`config.mk`:
```
export PLATFORM = sky130hd
export DESIGN_NAME = conv_sequencer
export DESIGN_NICKNAME = d
export VERILOG_FILES = /design/src/conv_seq_pkg.sv /design/src/conv_sequencer.sv /design/src/pin_sync.sv
export SDC_FILE = /design/constraint.sdc
export NUM_CORES = 1
export LEC_CHECK = 0
export BUFFER_PORTS_ARGS = -buffer_cell sky130_fd_sc_hd__buf_2
export CAP_MARGIN = 10
export CELL_PAD_IN_SITES_DETAIL_PLACEMENT = 1
export CELL_PAD_IN_SITES_GLOBAL_PLACEMENT = 2
export CORE_MARGIN = 2
export CORE_UTILIZATION = 40
export CTS_BUF_LIST = sky130_fd_sc_hd__clkbuf_4 sky130_fd_sc_hd__clkbuf_8
export DETAILED_ROUTE_END_ITERATION = 8
export HOLD_SLACK_MARGIN = 0.08
export PLACE_DENSITY_LB_ADDON = 0.08
export SLEW_MARGIN = 10
export SYNTH_ARGS = -nofsm -noshare
export SYNTH_HDL_FRONTEND = slang
export SYNTH_SLANG_ARGS = --single-unit
export TNS_END_PERCENT = 20
```
`constraint.sdc`:
```
create_clock -name sys_clk_i -period 9.9 [get_ports sys_clk_i]
set_clock_uncertainty 0.05 [all_clocks]
set_input_delay 1.485 -clock sys_clk_i [delete_from_list [all_inputs] [get_ports sys_clk_i]]
set_output_delay 1.485 -clock sys_clk_i [all_outputs]
set_load 0.01 [all_outputs]
```
`src/conv_seq_pkg.sv`:
```
// Purpose: shared constants for the conversion sequencer
// Assumes: 40 MHz system clock
// Notes:   times are kept in their own unit, cycle counts derive from them, except RESULT_READY_N_RISE_CYC, which is set in cycles
package conv_seq_pkg;
    // ------------------------------------------------------------
    // clock and time
    // ------------------------------------------------------------
    localparam int CLK_MHZ          = 40;
    localparam int FIXED_DELAY_NS   = 52000;
    localparam int DELAY_STEP_NS    = 8700;
    localparam int FIXED_DELAY_CYC  = (FIXED_DELAY_NS * CLK_MHZ + 999) / 1000;
    localparam int DELAY_STEP_CYC   = (DELAY_STEP_NS * CLK_MHZ + 999) / 1000;
    localparam int RESULT_READY_N_RISE_CYC    = 16;
    localparam int MAIN_PERIOD_US   = 100000;
    localparam int AUX_LAT0_US      = 121000;
    localparam int AUX_LAT1_US      = 31200;
    localparam int AUX_LAT2_US      = 8710;
    localparam int AUX_LAT3_US      = 4970;
    localparam int AUX_PER0_US      = 100000;
    localparam int AUX_PER1_US      = 10000;
    localparam int AUX_PER2_US      = 2500;
    localparam int AUX_PER3_US      = 1250;
    localparam int MAIN_PERIOD_CYC  = MAIN_PERIOD_US * CLK_MHZ;
    localparam int AUX_LAT0_CYC     = AUX_LAT0_US * CLK_MHZ;
    localparam int AUX_LAT1_CYC     = AUX_LAT1_US * CLK_MHZ;
    localparam int AUX_LAT2_CYC     = AUX_LAT2_US * CLK_MHZ;
    localparam int AUX_LAT3_CYC     = AUX_LAT3_US * CLK_MHZ;
    localparam int AUX_PER0_CYC     = AUX_PER0_US * CLK_MHZ;
    localparam int AUX_PER1_CYC     = AUX_PER1_US * CLK_MHZ;
    localparam int AUX_PER2_CYC     = AUX_PER2_US * CLK_MHZ;
    localparam int AUX_PER3_CYC     = AUX_PER3_US * CLK_MHZ;

    typedef logic [31:0] cnt_t;

    // ------------------------------------------------------------
    // serial command decode
    // ------------------------------------------------------------
    localparam logic [2:0] OP_BIT_IDX      = 3'h6;
    localparam logic [6:0] OP7_MAIN_START  = 7'h04;
    localparam logic [6:0] OP7_MAIN_STOP   = 7'h05;
    localparam logic [6:0] OP7_AUX_START   = 7'h06;
    localparam logic [6:0] OP7_AUX_STOP    = 7'h07;

    // ------------------------------------------------------------
    // register map
    // ------------------------------------------------------------
    localparam logic [7:0] ADDR_MODE_CONFIG_0      = 8'h00;
    localparam logic [7:0] ADDR_MODE1      = 8'h04;
    localparam logic [7:0] ADDR_INPUT_MUX  = 8'h08;
    localparam logic [7:0] ADDR_AUX_CFG    = 8'h0C;
    localparam logic [7:0] ADDR_STATUS     = 8'h10;
    localparam int         RUN_MODE_BIT    = 6;
    localparam int         CHOP_BIT        = 4;
    localparam int         ROT_BIT         = 5;
    localparam logic [7:0] MODE_CONFIG_0_RST       = 8'h00;
    localparam logic [7:0] MODE1_RST       = 8'h01;
    localparam logic [7:0] MUX_RST         = 8'h00;
    localparam logic [1:0] AUX_RATE_RST    = 2'h2;
    localparam logic [7:0] MODE_CONFIG_0_MASK      = 8'h4F;
    localparam logic [7:0] MODE1_MASK      = 8'h37;
endpackage : conv_seq_pkg

```
`src/conv_sequencer.sv`:
```
// Purpose: start/stop sequencing and result-ready timing for main and aux converters
// Assumes: start pin and serial pins asynchronous; link clock sampled by sys_clk_i
// Notes:   long counts are top parameters so a bench can shorten them
//
// Behaviour
// host holds start pin low using commands
// run mode bit selects continuous or pulse
// opcode acts on seventh falling serial edge
// 08h/09h start main, 0Ah/0Bh stop main
// 0Ch/0Dh start aux, 0Eh/0Fh stop aux
// host keeps start high four clocks
// host keeps start low four clocks before restart
// pulse mode ready high within two clocks
// early stop prevents conversions after current
// late stop lets current conversion complete
// continuous converts from start until stop
// restart by toggle or stop-start, ready high
// ready goes low when data available
// pulse mode does one conversion then stops
// pulse mode ignores stop during conversion
// aux runs by commands only, pin-independent
// settling periods scale with sinc order
// mux write restarts ongoing conversion
// later conversions at nominal data rate
// first latency from rate and filter
// chop or rotation doubles, both quadruple
// chop or rotation period is latency plus delay
// aux first result latency per rate
// aux rate field selects four rates
// fixed start delay then programmed delay
// start pin synchronised before use
// command wins over pin in same cycle
//
// Added by the designer: the register offsets and the address-and-strobe port.
`timescale 1ns/1ps
module conv_sequencer #(
    parameter int MAIN_PERIOD_CYC = conv_seq_pkg::MAIN_PERIOD_CYC,
    parameter int AUX_LAT0_CYC    = conv_seq_pkg::AUX_LAT0_CYC,
    parameter int AUX_LAT1_CYC    = conv_seq_pkg::AUX_LAT1_CYC,
    parameter int AUX_LAT2_CYC    = conv_seq_pkg::AUX_LAT2_CYC,
    parameter int AUX_LAT3_CYC    = conv_seq_pkg::AUX_LAT3_CYC,
    parameter int AUX_PER0_CYC    = conv_seq_pkg::AUX_PER0_CYC,
    parameter int AUX_PER1_CYC    = conv_seq_pkg::AUX_PER1_CYC,
    parameter int AUX_PER2_CYC    = conv_seq_pkg::AUX_PER2_CYC,
    parameter int AUX_PER3_CYC    = conv_seq_pkg::AUX_PER3_CYC
) (
    input  wire logic       sys_clk_i,
    input  wire logic       rst_n_i,
    input  wire logic       start_pin_i,
    input  wire logic       sclk_i,
    input  wire logic       din_i,
    input  wire logic       cs_n_i,
    input  wire logic [7:0] addr_i,
    input  wire logic [7:0] wr_data_i,
    input  wire logic       wr_i,
    input  wire logic       rd_i,
    output logic      [7:0] rd_data_o,
    output logic            result_ready_n_o,
    output logic            aux_result_strobe_o
);
    typedef enum logic { M_IDLE, M_BUSY } main_state_e;

    // ------------------------------------------------------------
    // pin synchronisers
    // ------------------------------------------------------------
    logic start_lvl;
    logic start_rise;
    logic start_fall;
    logic sclk_fall;
    logic din_lvl;
    logic cs_n_lvl;

    pin_sync u_start_sync (
        .sys_clk_i (sys_clk_i),
        .rst_n_i   (rst_n_i),
        .async_i   (start_pin_i),
        .level_o   (start_lvl),
        .rise_o    (start_rise),
        .fall_o    (start_fall)
    );
    pin_sync u_sclk_sync (
        .sys_clk_i (sys_clk_i),
        .rst_n_i   (rst_n_i),
        .async_i   (sclk_i),
        .level_o   (),
        .rise_o    (),
        .fall_o    (sclk_fall)
    );
    pin_sync u_din_sync (
        .sys_clk_i (sys_clk_i),
        .rst_n_i   (rst_n_i),
        .async_i   (din_i),
        .level_o   (din_lvl),
        .rise_o    (),
        .fall_o    ()
    );
    pin_sync u_cs_sync (
        .sys_clk_i (sys_clk_i),
        .rst_n_i   (rst_n_i),
        .async_i   (cs_n_i),
        .level_o   (cs_n_lvl),
        .rise_o    (),
        .fall_o    ()
    );

    // ------------------------------------------------------------
    // command byte capture
    // ------------------------------------------------------------
    logic [2:0] bit_cnt_r;
    logic [5:0] shift_r;
    logic       op_strobe;
    logic [6:0] op7;
    logic       cmd_main_start;
    logic       cmd_main_stop;
    logic       cmd_aux_start;
    logic       cmd_aux_stop;

    assign op_strobe      = sclk_fall & ~cs_n_lvl & (bit_cnt_r == conv_seq_pkg::OP_BIT_IDX);
    assign op7            = {shift_r, din_lvl};
    assign cmd_main_start = op_strobe & (op7 == conv_seq_pkg::OP7_MAIN_START);
    assign cmd_main_stop  = op_strobe & (op7 == conv_seq_pkg::OP7_MAIN_STOP);
    assign cmd_aux_start  = op_strobe & (op7 == conv_seq_pkg::OP7_AUX_START);
    assign cmd_aux_stop   = op_strobe & (op7 == conv_seq_pkg::OP7_AUX_STOP);

    always_ff @(posedge sys_clk_i or negedge rst_n_i) begin
        if (!rst_n_i) begin
            bit_cnt_r <= 3'h0;
            shift_r   <= 6'h00;
        end else if (cs_n_lvl) begin
            bit_cnt_r <= 3'h0;
        end else if (sclk_fall) begin
            bit_cnt_r <= bit_cnt_r + 3'h1;
            shift_r   <= {shift_r[4:0], din_lvl};
        end
    end

    // ------------------------------------------------------------
    // registers
    // ------------------------------------------------------------
    logic [7:0] mode_config_0_r;
    logic [7:0] mode1_r;
    logic [7:0] mux_r;
    logic [1:0] aux_rate_r;
    logic [7:0] rd_data_r;
    logic [7:0] rd_mux;
    logic       wr_mode_config_0;
    logic       wr_mode1;
    logic       wr_mux;
    logic       wr_aux;
    logic       pulse_mode;
    logic       chop_en;
    logic       rot_en;

    assign wr_mode_config_0   = wr_i & (addr_i == conv_seq_pkg::ADDR_MODE_CONFIG_0);
    assign wr_mode1   = wr_i & (addr_i == conv_seq_pkg::ADDR_MODE1);
    assign wr_mux     = wr_i & (addr_i == conv_seq_pkg::ADDR_INPUT_MUX);
    assign wr_aux     = wr_i & (addr_i == conv_seq_pkg::ADDR_AUX_CFG);
    assign pulse_mode = mode_config_0_r[conv_seq_pkg::RUN_MODE_BIT];
    assign chop_en    = mode1_r[conv_seq_pkg::CHOP_BIT];
    assign rot_en     = mode1_r[conv_seq_pkg::ROT_BIT];

    always_ff @(posedge sys_clk_i or negedge rst_n_i) begin
        if (!rst_n_i) begin
            mode_config_0_r    <= conv_seq_pkg::MODE_CONFIG_0_RST;
            mode1_r    <= conv_seq_pkg::MODE1_RST;
            mux_r      <= conv_seq_pkg::MUX_RST;
            aux_rate_r <= conv_seq_pkg::AUX_RATE_RST;
        end else begin
            if (wr_mode_config_0) mode_config_0_r <= wr_data_i & conv_seq_pkg::MODE_CONFIG_0_MASK;
            if (wr_mode1) mode1_r <= wr_data_i & conv_seq_pkg::MODE1_MASK;
            if (wr_mux) mux_r <= wr_data_i;
            if (wr_aux) aux_rate_r <= wr_data_i[1:0];
        end
    end

    // ------------------------------------------------------------
    // latency arithmetic
    // ------------------------------------------------------------
    function automatic conv_seq_pkg::cnt_t filt_order(input logic [2:0] sel);
        conv_seq_pkg::cnt_t ord;
        ord = ((sel >= 3'h2) && (sel <= 3'h5)) ? conv_seq_pkg::cnt_t'(sel) : 32'h0000_0001;
        return ord;
    endfunction : filt_order

    function automatic conv_seq_pkg::cnt_t prog_delay(input logic [3:0] dsel);
        conv_seq_pkg::cnt_t d;
        d = (dsel == 4'h0) ? 32'h0000_0000
            : (conv_seq_pkg::cnt_t'(conv_seq_pkg::DELAY_STEP_CYC) << (dsel - 4'h1));
        return d;
    endfunction : prog_delay

    function automatic conv_seq_pkg::cnt_t aux_first(input logic [1:0] rate);
        conv_seq_pkg::cnt_t v;
        case (rate)
            2'h0:    v = conv_seq_pkg::cnt_t'(AUX_LAT0_CYC);
            2'h1:    v = conv_seq_pkg::cnt_t'(AUX_LAT1_CYC);
            2'h2:    v = conv_seq_pkg::cnt_t'(AUX_LAT2_CYC);
            default: v = conv_seq_pkg::cnt_t'(AUX_LAT3_CYC);
        endcase
        return v;
    endfunction : aux_first

    function automatic conv_seq_pkg::cnt_t aux_period(input logic [1:0] rate);
        conv_seq_pkg::cnt_t v;
        case (rate)
            2'h0:    v = conv_seq_pkg::cnt_t'(AUX_PER0_CYC);
            2'h1:    v = conv_seq_pkg::cnt_t'(AUX_PER1_CYC);
            2'h2:    v = conv_seq_pkg::cnt_t'(AUX_PER2_CYC);
            default: v = conv_seq_pkg::cnt_t'(AUX_PER3_CYC);
        endcase
        return v;
    endfunction : aux_period

    conv_seq_pkg::cnt_t base_lat;
    conv_seq_pkg::cnt_t first_lat;
    conv_seq_pkg::cnt_t next_period;

    assign base_lat    = conv_seq_pkg::cnt_t'(conv_seq_pkg::FIXED_DELAY_CYC) + prog_delay(mode_config_0_r[3:0])
                       + conv_seq_pkg::cnt_t'(filt_order(mode1_r[2:0]) * conv_seq_pkg::cnt_t'(MAIN_PERIOD_CYC));
    assign first_lat   = (chop_en & rot_en) ? (base_lat << 2)
                       : (chop_en | rot_en) ? (base_lat << 1) : base_lat;
    assign next_period = (chop_en | rot_en) ? base_lat : conv_seq_pkg::cnt_t'(MAIN_PERIOD_CYC);

    // ------------------------------------------------------------
    // main converter control
    // ------------------------------------------------------------
    main_state_e        main_state_r;
    conv_seq_pkg::cnt_t main_cnt_r;
    logic               stop_pend_r;
    logic               result_ready_n_n_r;
    logic               main_busy;
    logic               cmd_any_main;
    logic               main_start_req;
    logic               main_stop_req;
    logic               mux_restart;
    logic               main_go;
    logic               main_done;
    logic               stop_now;
    logic               end_run;

    assign main_busy      = (main_state_r == M_BUSY);
    assign cmd_any_main   = cmd_main_start | cmd_main_stop;
    assign main_start_req = cmd_any_main ? cmd_main_start : start_rise;
    assign main_stop_req  = cmd_any_main ? cmd_main_stop : start_fall;
    assign mux_restart    = wr_mux & main_busy;
    assign main_go        = main_start_req | mux_restart;
    assign main_done      = main_busy & (main_cnt_r == 32'h0000_0001);
    assign stop_now       = main_stop_req & main_busy & ~pulse_mode;
    assign end_run        = main_done & (pulse_mode | stop_pend_r | stop_now);

    always_ff @(posedge sys_clk_i or negedge rst_n_i) begin
        if (!rst_n_i) begin
            main_state_r <= M_IDLE;
            main_cnt_r   <= 32'h0000_0000;
        end else begin
            case (main_state_r)
                M_IDLE: begin
                    if (main_go) begin
                        main_state_r <= M_BUSY;
                        main_cnt_r   <= first_lat;
                    end
                end
                M_BUSY: begin
                    if (main_go) begin
                        main_cnt_r <= first_lat;
                    end else if (end_run) begin
                        main_state_r <= M_IDLE;
                        main_cnt_r   <= 32'h0000_0000;
                    end else if (main_done) begin
                        main_cnt_r <= next_period;
                    end else begin
                        main_cnt_r <= main_cnt_r - 32'h0000_0001;
                    end
                end
                default: begin
                    main_state_r <= M_IDLE;
                end
            endcase
        end
    end

    always_ff @(posedge sys_clk_i or negedge rst_n_i) begin
        if (!rst_n_i) begin
            stop_pend_r <= 1'b0;
        end else if (main_go | end_run) begin
            stop_pend_r <= 1'b0;
        end else if (stop_now) begin
            stop_pend_r <= 1'b1;
        end
    end

    always_ff @(posedge sys_clk_i or negedge rst_n_i) begin
        if (!rst_n_i) begin
            result_ready_n_n_r <= 1'b1;
        end else if (main_go) begin
            result_ready_n_n_r <= 1'b1;
        end else if (main_done) begin
            result_ready_n_n_r <= 1'b0;
        end else if (main_busy && (main_cnt_r == conv_seq_pkg::cnt_t'(conv_seq_pkg::RESULT_READY_N_RISE_CYC))) begin
            result_ready_n_n_r <= 1'b1;
        end
    end

    // ------------------------------------------------------------
    // aux converter control
    // ------------------------------------------------------------
    logic               aux_run_r;
    conv_seq_pkg::cnt_t aux_cnt_r;
    logic               aux_strobe_r;
    logic               aux_done;

    assign aux_done = aux_run_r & (aux_cnt_r == 32'h0000_0001);

    always_ff @(posedge sys_clk_i or negedge rst_n_i) begin
        if (!rst_n_i) begin
            aux_run_r    <= 1'b0;
            aux_cnt_r    <= 32'h0000_0000;
            aux_strobe_r <= 1'b0;
        end else begin
            aux_strobe_r <= aux_done & ~cmd_aux_start & ~cmd_aux_stop;
            if (cmd_aux_start) begin
                aux_run_r <= 1'b1;
                aux_cnt_r <= aux_first(aux_rate_r);
            end else if (cmd_aux_stop) begin
                aux_run_r <= 1'b0;
                aux_cnt_r <= 32'h0000_0000;
            end else if (aux_done) begin
                aux_cnt_r <= aux_period(aux_rate_r);
            end else if (aux_run_r) begin
                aux_cnt_r <= aux_cnt_r - 32'h0000_0001;
            end
        end
    end

    // ------------------------------------------------------------
    // read port
    // ------------------------------------------------------------
    assign rd_mux = (addr_i == conv_seq_pkg::ADDR_MODE_CONFIG_0)     ? mode_config_0_r
                  : (addr_i == conv_seq_pkg::ADDR_MODE1)     ? mode1_r
                  : (addr_i == conv_seq_pkg::ADDR_INPUT_MUX) ? mux_r
                  : (addr_i == conv_seq_pkg::ADDR_AUX_CFG)   ? {6'h00, aux_rate_r}
                  : (addr_i == conv_seq_pkg::ADDR_STATUS)    ? {3'h0, start_lvl, stop_pend_r, result_ready_n_n_r, aux_run_r, main_busy}
                  : 8'h00;

    always_ff @(posedge sys_clk_i or negedge rst_n_i) begin
        if (!rst_n_i) begin
            rd_data_r <= 8'h00;
        end else begin
            rd_data_r <= rd_i ? rd_mux : 8'h00;
        end
    end

    assign rd_data_o           = rd_data_r;
    assign result_ready_n_o    = result_ready_n_n_r;
    assign aux_result_strobe_o = aux_strobe_r;
endmodule : conv_sequencer

```
`src/pin_sync.sv`:
```
// Purpose: two-stage synchroniser with edge detection
// Assumes: input is asynchronous to sys_clk_i
// Notes:   the first stage feeds only the second stage
`timescale 1ns/1ps
module pin_sync (
    input  wire logic sys_clk_i,
    input  wire logic rst_n_i,
    input  wire logic async_i,
    output logic      level_o,
    output logic      rise_o,
    output logic      fall_o
);
    logic meta_r;
    logic sync_r;
    logic prev_r;

    always_ff @(posedge sys_clk_i or negedge rst_n_i) begin
        if (!rst_n_i) begin
            meta_r <= 1'b0;
            sync_r <= 1'b0;
            prev_r <= 1'b0;
        end else begin
            meta_r <= async_i;
            sync_r <= meta_r;
            prev_r <= sync_r;
        end
    end

    assign level_o = sync_r;
    assign rise_o  = sync_r & ~prev_r;
    assign fall_o  = ~sync_r & prev_r;
endmodule : pin_sync

```
==> impl_metrics.yaml <==
worst_setup_path:
  worstPathArrival_ns: 5.60
  crit_top_cell: "ha_1"
  cpLargestDelayFamily: "compound AO/OA/AOI/OAI gates"
  cpPeakStageDelay_ns: 0.79
  end_kind: "flop"
  reg2reg_depth: 17
  r2r_slack_ns: 4.57
  worstPathMaxFanout: 18
  cpMaxStageDelayCell: "o31ai_1"
  path_cells: "inv_1 -> ha_1 -> inv_1 -> ha_1 -> nand2_1 -> o21ai_0 -> a21oi_1 -> a311oi_1 -> ha_1 -> a211oi_1 -> nand2_1 -> o31ai_1 -> o21ai_0 -> a21oi_1 -> nor2_1 -> a311oi_1 -> a22oi_1"
  path_buf_inv: 2
  crit_required_ns: 10.17
  startpoint_type: "flop"
  worstReg2RegEnd: "main_cnt_r[26]"
  r2r-start: "mode_config_0_r[0]"
  worstSetupPathType: "flop to flop"
clocking:
  htreeDepth: 4
  ctsHoldBuffers: 0
  clk_path_buf_depth: 2
  numCtsBuffers: 17
  clock-sinks: 116
  post_cts_buffers: 0
  cts_resized: 0
  clockRootBuffer: "clkbuf_8"
  cts_tree: "done"
  clkTransAtPathRegs_ns: 0.09
  clock_latency_ns: 0.46
route:
  wl_per_cell_um: 20.5
  vias_per_cell: 5.99
  drc: 0
  drtPass1Iterations: 5
  drtIter0Drc: 474
  vias: 8358
  routed_wirelength_um: 28500
  ant_nets: 0
sta:
  worst_pin_slew_ns: 1.03
  slew_headroom: 0.313
  finalCritPeriodShare: 0.538
  hold_viol: 0
  max_clock_freq_ghz: 0.188
  layout_min_cycle_time_ns: 5.33
  rsz0062_at_grt: "no"
  fin_tns_setup_ns: 0
  setup_viol: 0
  maxSlewViolCount: 0
power_and_ir_drop:
  p_per_area_nw_per_um2: 157
  ir_worst_vdd_v: 0.0000776
  leakagePower_nw: 4.44
logic_synthesis:
  synth-edff-count: 0
  netlist_instances: 1088
  avgSynthCellArea_um2: 8.21
  ys_warn_count: 0
  ys_seq_area_frac: 0.325
  syn_nets: 1169
  synth_area_um2: 8930
  ys.flop_type: "dfrtp_1"
  ys_types: 80
  ys_seq_elements: 116
  async_flop_share: 1.00
die:
  io_pins: 34
  dieWidth_um: 153
  dieHeight_um: 153
  design.core.area_um2: 21900
  row_count: 54
  initial_core_util: 0.408
  dieArea_um2: 23500
hold_path:
  hold_class: "flop to flop"
  hold-path-endpoint: "u_start_sync.level_o"
  whs_path_depth: 0
  min_from: "u_start_sync.meta_r"
cells_and_area:
  final_util: 0.445
  area_growth_pct: 9.09
  final_area_um2: 9740
  nNetsFinal: 1183
  num_antenna_cells: 0
  drive_gt1_frac: 0.117
global_routing:
  grtUsageTotal: 0.248
  grt_max_degree: 64
  grt_pass1_vias: 8247
  grt_first_pass_wirelength_um: 46700
  grt_antenna_before_repair: 0
  grt_overflow_total: 0
placement:
  io_buffers: 33
  gp_congestion: 0.859
  dp_hpwl_um: 21100
  place_area_um2: 9330
job:
  max-cap-violations: 0
outcome:
  status: "completed"
## area by class of cell
| type | instances | area [um^2] |
|---|---|---|
| flip-flops and latches | 116 | 2910 |
| clock buffers | 17 | 234 |
| clock inverters | 15 | 183 |
| inverters | 41 | 154 |
| repair buffers | 44 | 250 |
| multi-input cells | 882 | 5670 |
| well taps | 280 | 350 |
| fillers | 2652 | 12100 |
## registers in the layout, summed over array words and instances (netlist names), 2 cells and up
register         count
shift_r              6
aux_rate_r           2
mux_r                8
bit_cnt_r            3
main_cnt_r          32
mode_config_0_r      5
rd_data_o            8
mode1_r              5
aux_cnt_r           32
## metal layers
layer	GRT usage	part of all wire
met1	0.383	0.52
met5	0	0
met3	0.0357	0.040
met4	0.0467	0.010
met2	0.369	0.43
## Yosys cell counts (all sizes together) (19+ instances only)
cell type,count,share of area
nor2,116,0.050
dfrtp,113,0.32
nand2,113,0.048
o21ai,88,0.049
a21oi,79,0.045
ha,56,0.078
nor3,46,0.026
inv,41,0.017
clkbuf,37,0.016
nor4,28,0.021
xnor2,28,0.027
mux2,27,0.034
nand3,26,0.015
nand2b,19,0.013
## power breakdown
part           total [mW]  internal [mW]  switching, mW
sequential          0.593          0.526         0.0675
clock               0.487          0.236          0.251
combinational       0.447          0.183          0.264
## how the worst max path moves through the flow
stage                          end                from  cells past startpoint  slack, ns
floorplan           main_cnt_r[22]  mode_config_0_r[0]                     21       5.47
global placement    main_cnt_r[26]  mode_config_0_r[0]                     16       4.79
detailed placement  main_cnt_r[26]  mode_config_0_r[0]                     17       4.63
CTS                 main_cnt_r[26]  mode_config_0_r[0]                     17       4.59
global route        main_cnt_r[26]  mode_config_0_r[0]                     17       4.04
finish              main_cnt_r[26]  mode_config_0_r[0]                     17       4.57
## worst register-to-register path, cell delays in order, from the launching register on
cell and delay, ns:
dfrtp_1 0.55, inv_1 0.23, ha_1 0.25, inv_1 0.06, ha_1 0.62, nand2_1 0.16, o21ai_0 0.21, a21oi_1 0.09
a311oi_1 0.27, ha_1 0.37, a211oi_1 0.31, nand2_1 0.10, o31ai_1 0.79, o21ai_0 0.29, a21oi_1 0.39, nor2_1 0.08
a311oi_1 0.27, a22oi_1 0.10
## layout by cell type (no fill, tap or decap), types with 27 or more instances in the layout
master	n
nand2_1	112
mux2_2	27
ha_1	56
dfrtp_1	113
inv_1	41
buf_2	32
a21oi_1	78
xnor2_1	28
nor3_1	45
nor2_1	115
o21ai_0	86
## cell families (layout without fill, tap and decap cells)
group                      count (synthesis)  after routing  share of synthesized area
buffers and inverters                     90            117                     0.0409
DFF                                      116            116                      0.325
xor gates and xnor gates                  44             44                     0.0431
and+or+nand+nor                          436            436                      0.243
AOI/OAI and AO/OA                        303            303                      0.215
adders and majority gates                 57             57                     0.0807
muxes                                     42             42                     0.0522
## stage by stage
step / power (mW) / hold WS, ns / std cells / worst slack, ns
floorplan: 0.912 / 0.281 / 1088 / 5.47
global placement: 1.04 / 0.283 / 1363 / 4.79
detailed placement: 1.04 / 0.286 / 1363 / 4.63
CTS: 1.53 / 0.307 / 1395 / 4.59
global route: 1.62 / 0.316 / 1395 / 4.04
finish: 1.53 / 0.303 / 1395 / 4.57
(Power assumes the default switching activity.)
